==> config.mk <==
export PLATFORM = sky130hd
export DESIGN_NAME = uef_core
export DESIGN_NICKNAME = d
export VERILOG_FILES = /design/src/design/uef_pkg.sv /design/src/design/uef_core.sv
export SDC_FILE = /design/constraint.sdc
export NUM_CORES = 1
export LEC_CHECK = 0
export BUFFER_PORTS_ARGS = -buffer_cell sky130_fd_sc_hd__buf_4
export CORE_ASPECT_RATIO = 0.5
export CORE_UTILIZATION = 35
export DETAILED_ROUTE_END_ITERATION = 6
export GPL_TIMING_DRIVEN = 0
export SYNTH_ARGS = -nofsm -noshare
export SYNTH_HDL_FRONTEND = slang
export SYNTH_SLANG_ARGS = --single-unit
==> constraint.sdc <==
create_clock -name clk_i -period 3.3 [get_ports clk_i]
set_input_delay 0.825 -clock clk_i [delete_from_list [all_inputs] [get_ports clk_i]]
set_output_delay 0.825 -clock clk_i [all_outputs]
set_load 0.01 [all_outputs]
==> src/design/uef_pkg.sv <==
// Purpose: Shared constants and carriers for the USB endpoint FIFO status block.
// Assumes: A 10 MHz system clock and the CPU special register port.
// Notes: Register numbers are the CPU's 4-bit register file addresses.
package uef_pkg;

    localparam int CLK_HZ = 10_000_000;
    localparam real SUSP_IDLE_MS = 3.0;
    // A least time, so the cycle count rounds up.
    localparam int SUSP_IDLE_CYC = int'($ceil(SUSP_IDLE_MS * CLK_HZ / 1000.0));

    localparam int FIFO_AW = 5;
    localparam int FIFO_DEPTH = 1 << FIFO_AW;
    localparam int BYTE_W = 8;
    localparam logic [7:0] RESET_BYTE = 8'h00;

    // Bank 0 register numbers.
    localparam logic [3:0] ADDR_APP_STATUS = 4'h0C;
    localparam logic [3:0] ADDR_FIFO_PTR = 4'h0D;
    localparam logic [3:0] ADDR_FIFO_DATA = 4'h0E;
    localparam logic [3:0] ADDR_IRQ_STATUS = 4'h0F;
    // Bank 1 register number.
    localparam logic [3:0] ADDR_CONV_TOKEN = 4'h0A;

    // Application status register fields.
    localparam int STS_STALL = 0;
    localparam int STS_BUSY = 1;
    localparam int STS_IDLE = 2;
    localparam int STS_WAKE = 3;
    localparam int STS_TX1 = 5;
    localparam int STS_TX0 = 6;
    localparam int STS_RXF = 7;

    // Interrupt status register fields.
    localparam int IRQ_TIMER = 0;
    localparam int IRQ_EP0 = 1;
    localparam int IRQ_SUSPEND = 2;
    localparam int IRQ_BUS_RESET = 3;
    localparam int IRQ_RESUME = 4;
    localparam int IRQ_PORT = 5;
    localparam int IRQ_PAT_HIGH = 6;
    localparam int IRQ_PAT_LOW = 7;

    // Converter channel and token register fields.
    localparam int CONV_CH_MSB = 4;
    localparam int CONV_TOKEN = 6;
    localparam int CONV_READY = 7;

    typedef struct packed {
        logic wr;
        logic rd;
        logic bank1;
        logic [3:0] addr;
        logic [7:0] wdata;
    } uef_cpu_req_t;

    typedef struct packed {
        logic bus_activity;
        logic timer_ovf;
        logic ep0_cmd;
        logic bus_reset;
        logic port_change;
        logic pat_high;
        logic pat_low;
        logic token;
        logic setup_ok;
    } uef_evt_t;

    typedef struct packed {
        logic rx_wr;
        logic [4:0] rx_addr;
        logic [7:0] rx_data;
        logic rx_done;
        logic [1:0] tx_done;
        logic busy;
    } uef_eng_t;

endpackage

==> src/design/uef_core.sv <==
// Purpose: Firmware side status flags, FIFO pointer and data port of the
//          low-speed USB device engine.
// Assumes: All inputs are synchronous to clk_i; event inputs are pulses.
// Notes: Register reads return data one cycle after the read strobe.
// Functional notes
// RULE1 - Idle flag after 3.0 ms quiet bus
// RULE2 - Wakeup request set by firmware, cleared on resume
// RULE3 - Transmit requests set by firmware, engine clears
// RULE4 - Firmware checks transmit request before loading FIFO
// RULE5 - Engine sets receive-full, then blocked until cleared
// RULE6 - Firmware sets receive-full before writing FIFO
// RULE7 - Pointer is five bits, upper bits zero
// RULE8 - Data port accesses byte at pointer
// RULE9 - Timer overflow flag sticky until cleared
// RULE10 - Endpoint zero command flag, firmware clears
// RULE11 - Suspend flag set on suspend detect
// RULE12 - Bus reset flag set on host reset
// RULE13 - Resume flag on suspend fall, slow mode only
// RULE14 - Port change flag on line state change
// RULE15 - Top two flags are pattern counter flags
// RULE16 - Token bit latched by hardware, firmware clears
// RULE17 - Stall request cleared by successful setup
// RULE18 - Busy bit shows engine FIFO access
// RULE19 - Hardware set beats firmware clear
// RULE20 - Everything resets to zero; the FIFO array and the engine read data register are not reset
module uef_core #(
    parameter int IDLE_CYCLES_P = uef_pkg::SUSP_IDLE_CYC
) (
    input wire logic clk_i,
    input wire logic rst_n_i,
    input wire uef_pkg::uef_cpu_req_t cpu_i,
    output logic [7:0] cpu_rdata_o,
    input wire uef_pkg::uef_evt_t evt_i,
    input wire logic slow_clock_i,
    input wire uef_pkg::uef_eng_t eng_i,
    input wire logic [4:0] eng_rd_addr_i,
    output logic [7:0] eng_rd_data_o,
    output logic eng_rx_ready_o,
    output logic [1:0] tx_req_o,
    output logic stall_o,
    output logic remote_wakeup_o,
    output logic bus_idle_o
);
    import uef_pkg::*;

    localparam int CW = $clog2(IDLE_CYCLES_P + 1);
    localparam logic [CW-1:0] IDLE_MAX = CW'(IDLE_CYCLES_P);
    localparam logic [CW-1:0] CNT_ONE = CW'(1);

    logic [BYTE_W-1:0] fifo_mem [FIFO_DEPTH];

    logic [CW-1:0] idle_cnt_q, idle_cnt_d;
    logic idle_q, idle_d;
    logic stall_q, stall_d;
    logic wake_q, wake_d;
    logic [1:0] tx_q, tx_d;
    logic rxf_q, rxf_d;
    logic [FIFO_AW-1:0] ptr_q, ptr_d;
    logic [7:0] irq_q, irq_d;
    logic tok_q, tok_d;
    logic [CONV_CH_MSB:0] conv_ch_q, conv_ch_d;
    logic conv_rdy_q, conv_rdy_d;
    logic [7:0] rdata_q, rdata_d;
    logic [7:0] eng_rdata_q;

    logic wr_b0, wr_sts, wr_ptr, wr_dat, wr_irq, wr_conv;
    logic eng_wr_ok, idle_rise, idle_fall;
    logic [7:0] irq_set, sts_view;

    assign wr_b0 = cpu_i.wr && !cpu_i.bank1;
    assign wr_sts = wr_b0 && cpu_i.addr == ADDR_APP_STATUS;
    assign wr_ptr = wr_b0 && cpu_i.addr == ADDR_FIFO_PTR;
    assign wr_dat = wr_b0 && cpu_i.addr == ADDR_FIFO_DATA;
    assign wr_irq = wr_b0 && cpu_i.addr == ADDR_IRQ_STATUS;
    assign wr_conv = cpu_i.wr && cpu_i.bank1 && cpu_i.addr == ADDR_CONV_TOKEN;

    // The engine may only fill the FIFO while receive-full is clear.
    assign eng_wr_ok = eng_i.rx_wr && !rxf_q; // RULE5 RULE6

    // Bus idle detection.
    always_comb begin
        idle_cnt_d = idle_cnt_q;
        idle_d = idle_q;
        if (evt_i.bus_activity) begin
            idle_cnt_d = '0; // RULE1
            idle_d = 1'b0; // RULE1
        end else if (idle_cnt_q != IDLE_MAX) begin
            idle_cnt_d = idle_cnt_q + CNT_ONE;
            idle_d = (idle_cnt_d == IDLE_MAX); // RULE1
        end
    end

    assign idle_rise = !idle_q && idle_d;
    assign idle_fall = idle_q && !idle_d;

    always_comb begin
        irq_set = '0;
        irq_set[IRQ_TIMER] = evt_i.timer_ovf; // RULE9
        irq_set[IRQ_EP0] = evt_i.ep0_cmd; // RULE10
        irq_set[IRQ_SUSPEND] = idle_rise; // RULE11
        irq_set[IRQ_BUS_RESET] = evt_i.bus_reset; // RULE12
        irq_set[IRQ_RESUME] = idle_fall && slow_clock_i; // RULE13
        irq_set[IRQ_PORT] = evt_i.port_change; // RULE14
        irq_set[IRQ_PAT_HIGH] = evt_i.pat_high; // RULE15
        irq_set[IRQ_PAT_LOW] = evt_i.pat_low; // RULE15
    end

    always_comb begin
        sts_view = '0;
        sts_view[STS_STALL] = stall_q;
        sts_view[STS_BUSY] = eng_i.busy; // RULE18
        sts_view[STS_IDLE] = idle_q;
        sts_view[STS_WAKE] = wake_q;
        sts_view[STS_TX1] = tx_q[1];
        sts_view[STS_TX0] = tx_q[0];
        sts_view[STS_RXF] = rxf_q;
    end

    // Flag updates; every hardware set is ORed in after the firmware write.
    always_comb begin
        stall_d = stall_q;
        wake_d = wake_q;
        tx_d = tx_q;
        rxf_d = rxf_q;
        ptr_d = ptr_q;
        irq_d = irq_q | irq_set; // RULE19
        tok_d = tok_q;
        conv_ch_d = conv_ch_q;
        conv_rdy_d = conv_rdy_q;
        if (evt_i.setup_ok) begin
            stall_d = 1'b0; // RULE17
        end
        if (idle_fall) begin
            wake_d = 1'b0; // RULE2
        end
        tx_d = tx_q & ~eng_i.tx_done; // RULE3
        if (wr_sts) begin
            // A write of zero never clears the set-only bits.
            stall_d = cpu_i.wdata[STS_STALL];
            wake_d = wake_d | cpu_i.wdata[STS_WAKE]; // RULE2
            tx_d[0] = tx_d[0] | cpu_i.wdata[STS_TX0]; // RULE3
            tx_d[1] = tx_d[1] | cpu_i.wdata[STS_TX1]; // RULE3
            rxf_d = cpu_i.wdata[STS_RXF]; // RULE6
        end
        if (eng_i.rx_done) begin
            rxf_d = 1'b1; // RULE5 RULE19
        end
        if (wr_ptr) begin
            ptr_d = cpu_i.wdata[FIFO_AW-1:0]; // RULE7
        end
        if (wr_irq) begin
            irq_d = cpu_i.wdata | irq_set; // RULE19
        end
        if (wr_conv) begin
            tok_d = cpu_i.wdata[CONV_TOKEN];
            conv_ch_d = cpu_i.wdata[CONV_CH_MSB:0];
            conv_rdy_d = cpu_i.wdata[CONV_READY];
        end
        if (evt_i.token) begin
            tok_d = 1'b1; // RULE16 RULE19
        end
    end

    // Read data, registered for one cycle.
    always_comb begin
        rdata_d = rdata_q;
        if (cpu_i.rd) begin
            rdata_d = RESET_BYTE;
            if (cpu_i.bank1) begin
                if (cpu_i.addr == ADDR_CONV_TOKEN) begin
                    rdata_d[CONV_CH_MSB:0] = conv_ch_q;
                    rdata_d[CONV_TOKEN] = tok_q;
                    rdata_d[CONV_READY] = conv_rdy_q;
                end
            end else begin
                unique case (cpu_i.addr)
                    ADDR_APP_STATUS: rdata_d = sts_view;
                    ADDR_FIFO_PTR: rdata_d[FIFO_AW-1:0] = ptr_q; // RULE7
                    ADDR_FIFO_DATA: rdata_d = fifo_mem[ptr_q]; // RULE8
                    ADDR_IRQ_STATUS: rdata_d = irq_q;
                    default: rdata_d = RESET_BYTE;
                endcase
            end
        end
    end

    always_ff @(posedge clk_i) begin
        if (!rst_n_i) begin
            idle_cnt_q <= '0; // RULE20
            idle_q <= 1'b0;
            stall_q <= 1'b0;
            wake_q <= 1'b0;
            tx_q <= '0;
            rxf_q <= 1'b0;
            ptr_q <= '0;
            irq_q <= RESET_BYTE;
            tok_q <= 1'b0;
            conv_ch_q <= '0;
            conv_rdy_q <= 1'b0;
            rdata_q <= RESET_BYTE;
        end else begin
            idle_cnt_q <= idle_cnt_d;
            idle_q <= idle_d;
            stall_q <= stall_d;
            wake_q <= wake_d;
            tx_q <= tx_d;
            rxf_q <= rxf_d;
            ptr_q <= ptr_d;
            irq_q <= irq_d;
            tok_q <= tok_d;
            conv_ch_q <= conv_ch_d;
            conv_rdy_q <= conv_rdy_d;
            rdata_q <= rdata_d;
        end
    end

    // The FIFO array holds no reset; only its pointer is cleared.
    always_ff @(posedge clk_i) begin
        if (eng_wr_ok) begin
            fifo_mem[eng_i.rx_addr] <= eng_i.rx_data; // RULE5
        end else if (wr_dat) begin
            fifo_mem[ptr_q] <= cpu_i.wdata; // RULE8
        end
        eng_rdata_q <= fifo_mem[eng_rd_addr_i]; // RULE3
    end

    assign cpu_rdata_o = rdata_q;
    assign eng_rd_data_o = eng_rdata_q;
    assign eng_rx_ready_o = !rxf_q;
    assign tx_req_o = tx_q;
    assign stall_o = stall_q;
    assign remote_wakeup_o = wake_q;
    assign bus_idle_o = idle_q;
endmodule

==> out/metrics.cfg, run 1 <==
[synthesis]
netlist_instances=905
yosysSeqAreaShare=0.597
syn_nets=957
synthArstFlopShare=0
synth-seq-cells=318
yosys.area.top_type=edfxtp_1
synthMostInstantiatedCell=edfxtp_1
syn_avg_cell_area_um2=16.5
synth-edff-count=256
synth_cell_types=54
synth_commonest_cells=edfxtp_1 (256), mux4_2 (138), dfxtp_1 (62), mux2i_1 (56), nor2_1 (50)
synth.area.top_cells=edfxtp_1 (51%), mux4_2 (21%), dfxtp_1 (8.3%)
ys_warn_count=0
synthFlopType=edfxtp_1
synth_area_mm2=0.0149
synth_top_cell_area_share=0.514

[routing]
drc=0
ant_nets=0
vias=9259
first_pass_iters=7
viasPerCell=5.74
wl_per_cell_um=26.1
drt-initial-drc-count=859
drt-total-wl_um=42100

[clocking]
cts_hold_buf=0
cts_root_buffer=clkbuf_16
h-tree-depth=1
cts_made_buffers=31
clock_path_buffers=3
clock_latency_ps=580
cts_tree=yes
cts_sinks=318
clk_transition_reported_paths_ps=70

[sta]
timing.slew.headroom=0.0733
period_share=0.981
layout_setup_ws_ps=64.2
tns_ps=0
tightestPinTransition_ps=1380
finalClockSkew_ps=28.4
final-setup-viol-count=0
finalHoldViolCount=0
finalCriticalPeriod_ps=3240
rsz0062_at_grt=no
max_freq_ghz=0.309
slew_viol_final=0

[power]
leakagePower_nw=5.35
peakVddDrop_uv=335
power_density_mw_per_mm2=493
finalPower_mw=8.55

[die]
rows=53
dieArea_mm2=0.0436
dieWidth_um=294
start_util=0.356
io_pins=72
chipHeight_um=148
design.core.area_mm2=0.0420

[grt]
grt_pass1_wl_um=61300
grt_max_degree=33
grt_usage=0.193
grt_pass1_vias=9219
gr-total-overflow=0
antenna_found_initial=1

[placed_design]
numPortBuffers=65
dp_slack_ps=-988
place_congestion=0.927
place_area_mm2=0.0162
dp_hpwl_um=30000
dp_cells=1553

[setup_path]
cp-end-kind=flop
crit_fanout=10
arrival_ps=3530
start_kind=input port
worstPathRequired_ps=3590
path_class=input port to flop

[layout]
stdcell_count=1614
fin_nets=1063
fin_area_mm2=0.0173
area_delta_synth_final_pct=15.9
drive_gt1_frac=0.331

[run_status]
outcome=finished, final reports clean

[hold_path]
min_path_type=input port to flop

[job]
drv_cap=0

==> critical path: stages <==
cell	delay (ps)
buf_4	120
nand4b_1	370
or3_1	460
buf_2	160
buf_6	160
o32a_4	400
nor3_1	740
buf_4	280
==> power by group <==
group	switching, mW	total [mW]	internal (mW)
clock network	1.59	3.58	2.00
logic	0.328	0.566	0.238
registers	0.0212	4.40	4.38
==> registers in the layout, indices dropped and copies added (netlist names), named ones only <==
name             cells
fifo_mem           256
conv_rdy_q           1
idle_cnt_q          15
conv_ch_q            5
remote_wakeup_o      1
tok_q                1
ptr_q                5
irq_q                8
stall_o              1
rxf_q                1
cpu_rdata_o          8
bus_idle_o           1
tx_req_o             2
eng_rd_data_o        8
==> area by class of cell <==
class                           count  area [um^2]
Sequential cell                   318         8930
Clock inverter                     18          165
Antenna cell                        2         5.00
Buffer                             62          300
Tap cell                          577          722
Timing Repair Buffer               73          536
Clock buffer                       39          848
Fill cell                        3798        24700
Inverter                           19         71.3
Multi-Input combinational cell    506         5750
==> repair_timing <==
action | CTS | global route
buffers inserted | 0 | 0
pin swaps | 0 | 0
hold endpoints to repair | 0 | 0
endpoints found under the setup margin | 81 | 181
resized for setup | 8 | 1
==> metrics by stage <==
| stage | util | hold slack (ps) |
|---|---|---|
| global route | 0.412 | 464 |
| detailed placement | 0.386 | 483 |
| floorplan | - | 460 |
| CTS | 0.411 | 449 |
| global placement | 0.384 | 477 |
| finish | 0.412 | 468 |
==> path summary, 6_finish.rpt <==
| check | cells after the start | endpoint | start | slack (ps) |
|---|---|---|---|---|
| setup / recovery | 8 | fifo_mem[9][0]$_DFFE_PP_ | cpu_i[12] | 60 |
| hold / removal | 3 | rxf_q$_SDFFE_PN0P_ | eng_i[3] | 470 |
| setup reg to reg | 8 | cpu_rdata_o[0]$_SDFFE_PN0P_ | flop | 420 |
| hold reg to reg | 2 | conv_ch_q[4]$_SDFFE_PN0P_ | conv_ch_q[4]$_SDFFE_PN0P_ | 510 |
==> cells by family after synthesis <==
kind of cell             share of synthesized area
buffers and inverters                       0.0249
flip-flops                                   0.597
adder cells (fa/ha/maj)                    0.00167
multiplexers                                 0.269
AO/OA/AOI/OAI                               0.0390
XOR/XNOR                                   0.00762
AND/OR/NAND/NOR                             0.0606
==> metal layers <==
layer | vias to the layer above | global-route usage | share of wire
met1 | 4898 | 0.266 | 0.42
li1 | 3923 | - | -
met2 | 377 | 0.319 | 0.49
met5 | - | 0 | 0.0013
met3 | 59 | 0.0354 | 0.072
met4 | 2 | 0.0401 | 0.018
==> placed cells by master, fill, tap and decap left out, types with 3 or more instances in the layout <==
cell,instances
a22oi_1,4
clkinv_1,5
clkinv_2,4
mux2_2,30
nor2_1,50
xor2_1,4
a31oi_1,16
nor2b_1,7
clkbuf_16,33
nor3b_1,3
nand2b_1,7
nor4_1,3
nor3_1,14
o21ai_0,13
xnor2_1,9
buf_2,26
o211ai_1,14
and2_1,4
nand3_1,13
edfxtp_1,256
inv_1,19
a21oi_1,17
nand4b_1,3
buf_1,8
clkinv_4,3
buf_4,74
mux4_2,138
clkbuf_1,30
dfxtp_1,62
a221oi_1,6
a22o_1,4
mux2i_1,56
nor3_2,20
nand2_1,35
nand4_1,7
No activity file was read; power rests on OpenSTA's default activity.
==> inputs of run 2 (changes only) <==
Settings changed: CORE_UTILIZATION 35 to 45.
==> run 2 against run 1 <==
Effect of this change: the run now ends with negative setup slack left; wire length grew 1.4%; global-route usage grew 6.4 points; total power grew 0.81%; cell count shrank 9.4%; register-to-register slack lost 220 ps; sequential power is essentially flat; clock power grew 2%; die area shrank 22%; clock skew shrank 17 ps; critical path depth shrank 2; maximum frequency shrank 4.5%; highest routed layer is now met4.
==> out/metrics.cfg, run 2 (synthesis results as in run 1) <==
[sta]
final-setup-viol-count=16
layout_setup_ws_ps=-87.9
finalCriticalPeriod_ps=3390
tightestPinTransition_ps=1460
max_freq_ghz=0.295
hold_ws_ps=471
period_share=1.03
finalClockSkew_ps=11.5
finalHoldViolCount=0
rsz0062_at_grt=yes
slew_viol_final=0
timing.slew.headroom=0.0238

[setup_path]
worst_r2r_endpoint=cpu_rdata_o[1]$_SDFFE_PN0P_
cp-end-kind=flop
path_class=input port to flop
arrival_ps=3560
reg2regPathDepth=8
rrSetupSlack_ps=200
start_kind=input port
worstPathRequired_ps=3470
crit_fanout=8

[grt]
antenna_found_initial=3
grt_pass1_vias=9106
grt_max_degree=33
grt_pass1_wl_um=61600
grt_usage=0.257
gr-total-overflow=0

[clocking]
cts_hold_buf=0
cts_tree=yes
clock_latency_ps=570
cts_sinks=318
cts_root_buffer=clkbuf_16
h-tree-depth=1
clock_path_buffers=3
cts_made_buffers=30
clk_transition_reported_paths_ps=70

[die]
start_util=0.465
io_pins=72
rows=46
design.core.area_mm2=0.0322
dieArea_mm2=0.0340
chipHeight_um=131
dieWidth_um=260

[hold_path]
min_path_type=input port to flop
hold_depth=3
min_from=eng_i[3]
whs_endpoint=rxf_q$_SDFFE_PN0P_

[power]
leakagePower_nw=5.33
power_density_mw_per_mm2=502
peakVddDrop_uv=380

[layout]
largest_reg_flops=256
final_util=0.533
drive_gt1_frac=0.337
fillCellCount=2581
regMostFlops=fifo_mem
fin_area_mm2=0.0172
fin_nets=1057
final_cell_mix=edfxtp_1 (256), mux4_2 (138), buf_4 (74)
layout_commonest_cell=edfxtp_1
area_delta_synth_final_pct=14.8
top_regs=fifo_mem: 256 flops, idle_cnt_q: 15 flops

[placed_design]
dp_hpwl_um=30500
dp_slack_ps=-901
place_congestion=0.882
place_area_mm2=0.0161
numPortBuffers=65

[routing]
m1WireLength_um=18700
vias=9169
drt-initial-drc-count=955
viasPerCell=6.27
drt-total-wl_um=42600
highest_layer=met4
routed-wl-met3_um=4030
drc=0
route.met2.wl_um=19200
first_pass_iters=5
wl_per_cell_um=29.2
ant_nets=0

[run_status]
violations=negative setup slack
outcome=finished with violations

[job]
drv_cap=0

run 2: cell types whose count changed in the layout (fill, tap and decap cells not counted), sizes merged:
cell / delta
buf: -4
bufinv: +2
clkinvlp: +3
diode: -1
inv: -2
clkbuf: -2
clkinv: -3
run 2: area by class of cell:
cell class	instances	area (um^2)	area share
flip-flops and latches	318	8930	0.520
clock inverters	18	203	0.0118
clock buffers	38	812	0.0473
plain buffers	62	300	0.0175
diodes	1	2.50	0.000146
multi-input cells	506	5780	0.337
repair buffers	68	514	0.0300
inverters	19	71.3	0.00416
well taps	432	541	0.0315
run 2: repair_timing:
action	in CTS	in global routing
gates resized for setup	9	3
endpoints found under the setup margin	70	50
pin swaps	0	1
gates cloned	0	0
buffers inserted	0	1
run 2: stage by stage:
step / setup TNS [ps] / std cells / power, mW
floorplan: 0 / 905 / 4.80
CTS: -908 / 1460 / 8.64
detailed placement: -138360 / 1404 / 5.05
global placement: -171770 / 1402 / 5.03
global route: -4080 / 1461 / 8.83
finish: -1110 / 1462 / 8.62
run 2: how the worst max path moves through the flow:
stage / startpoint / end / slack [ps]
after floorplan: cpu_i[12] / fifo_mem[16][0]$_DFFE_PP_ / 170
after global placement: cpu_i[12] / fifo_mem[2][2]$_DFFE_PP_ / -980
after detailed placement: cpu_i[12] / fifo_mem[15][5]$_DFFE_PP_ / -900
after CTS: cpu_i[12] / fifo_mem[12][4]$_DFFE_PP_ / -70
after global routing: cpu_i[12] / fifo_mem[12][4]$_DFFE_PP_ / -240
final: cpu_i[12] / fifo_mem[12][4]$_DFFE_PP_ / -90
run 2: critical path, cell delays in order:
cell and delay, ps:
buf_4 120, nand4b_1 340, or3_1 440, buf_2 160, o32a_1 510, nor3_1 1150
run 2: report_power, final:
group	internal [mW]	switching (mW)
clock network	2.06	1.59
registers	4.38	0.0208
logic	0.238	0.331
run 2: metal layers:
metal  vias up  global-route usage
met5         -                   0
met4         0              0.0491
met3        52              0.0731
met2       361               0.393
met1      4857               0.368
li1       3899                   -
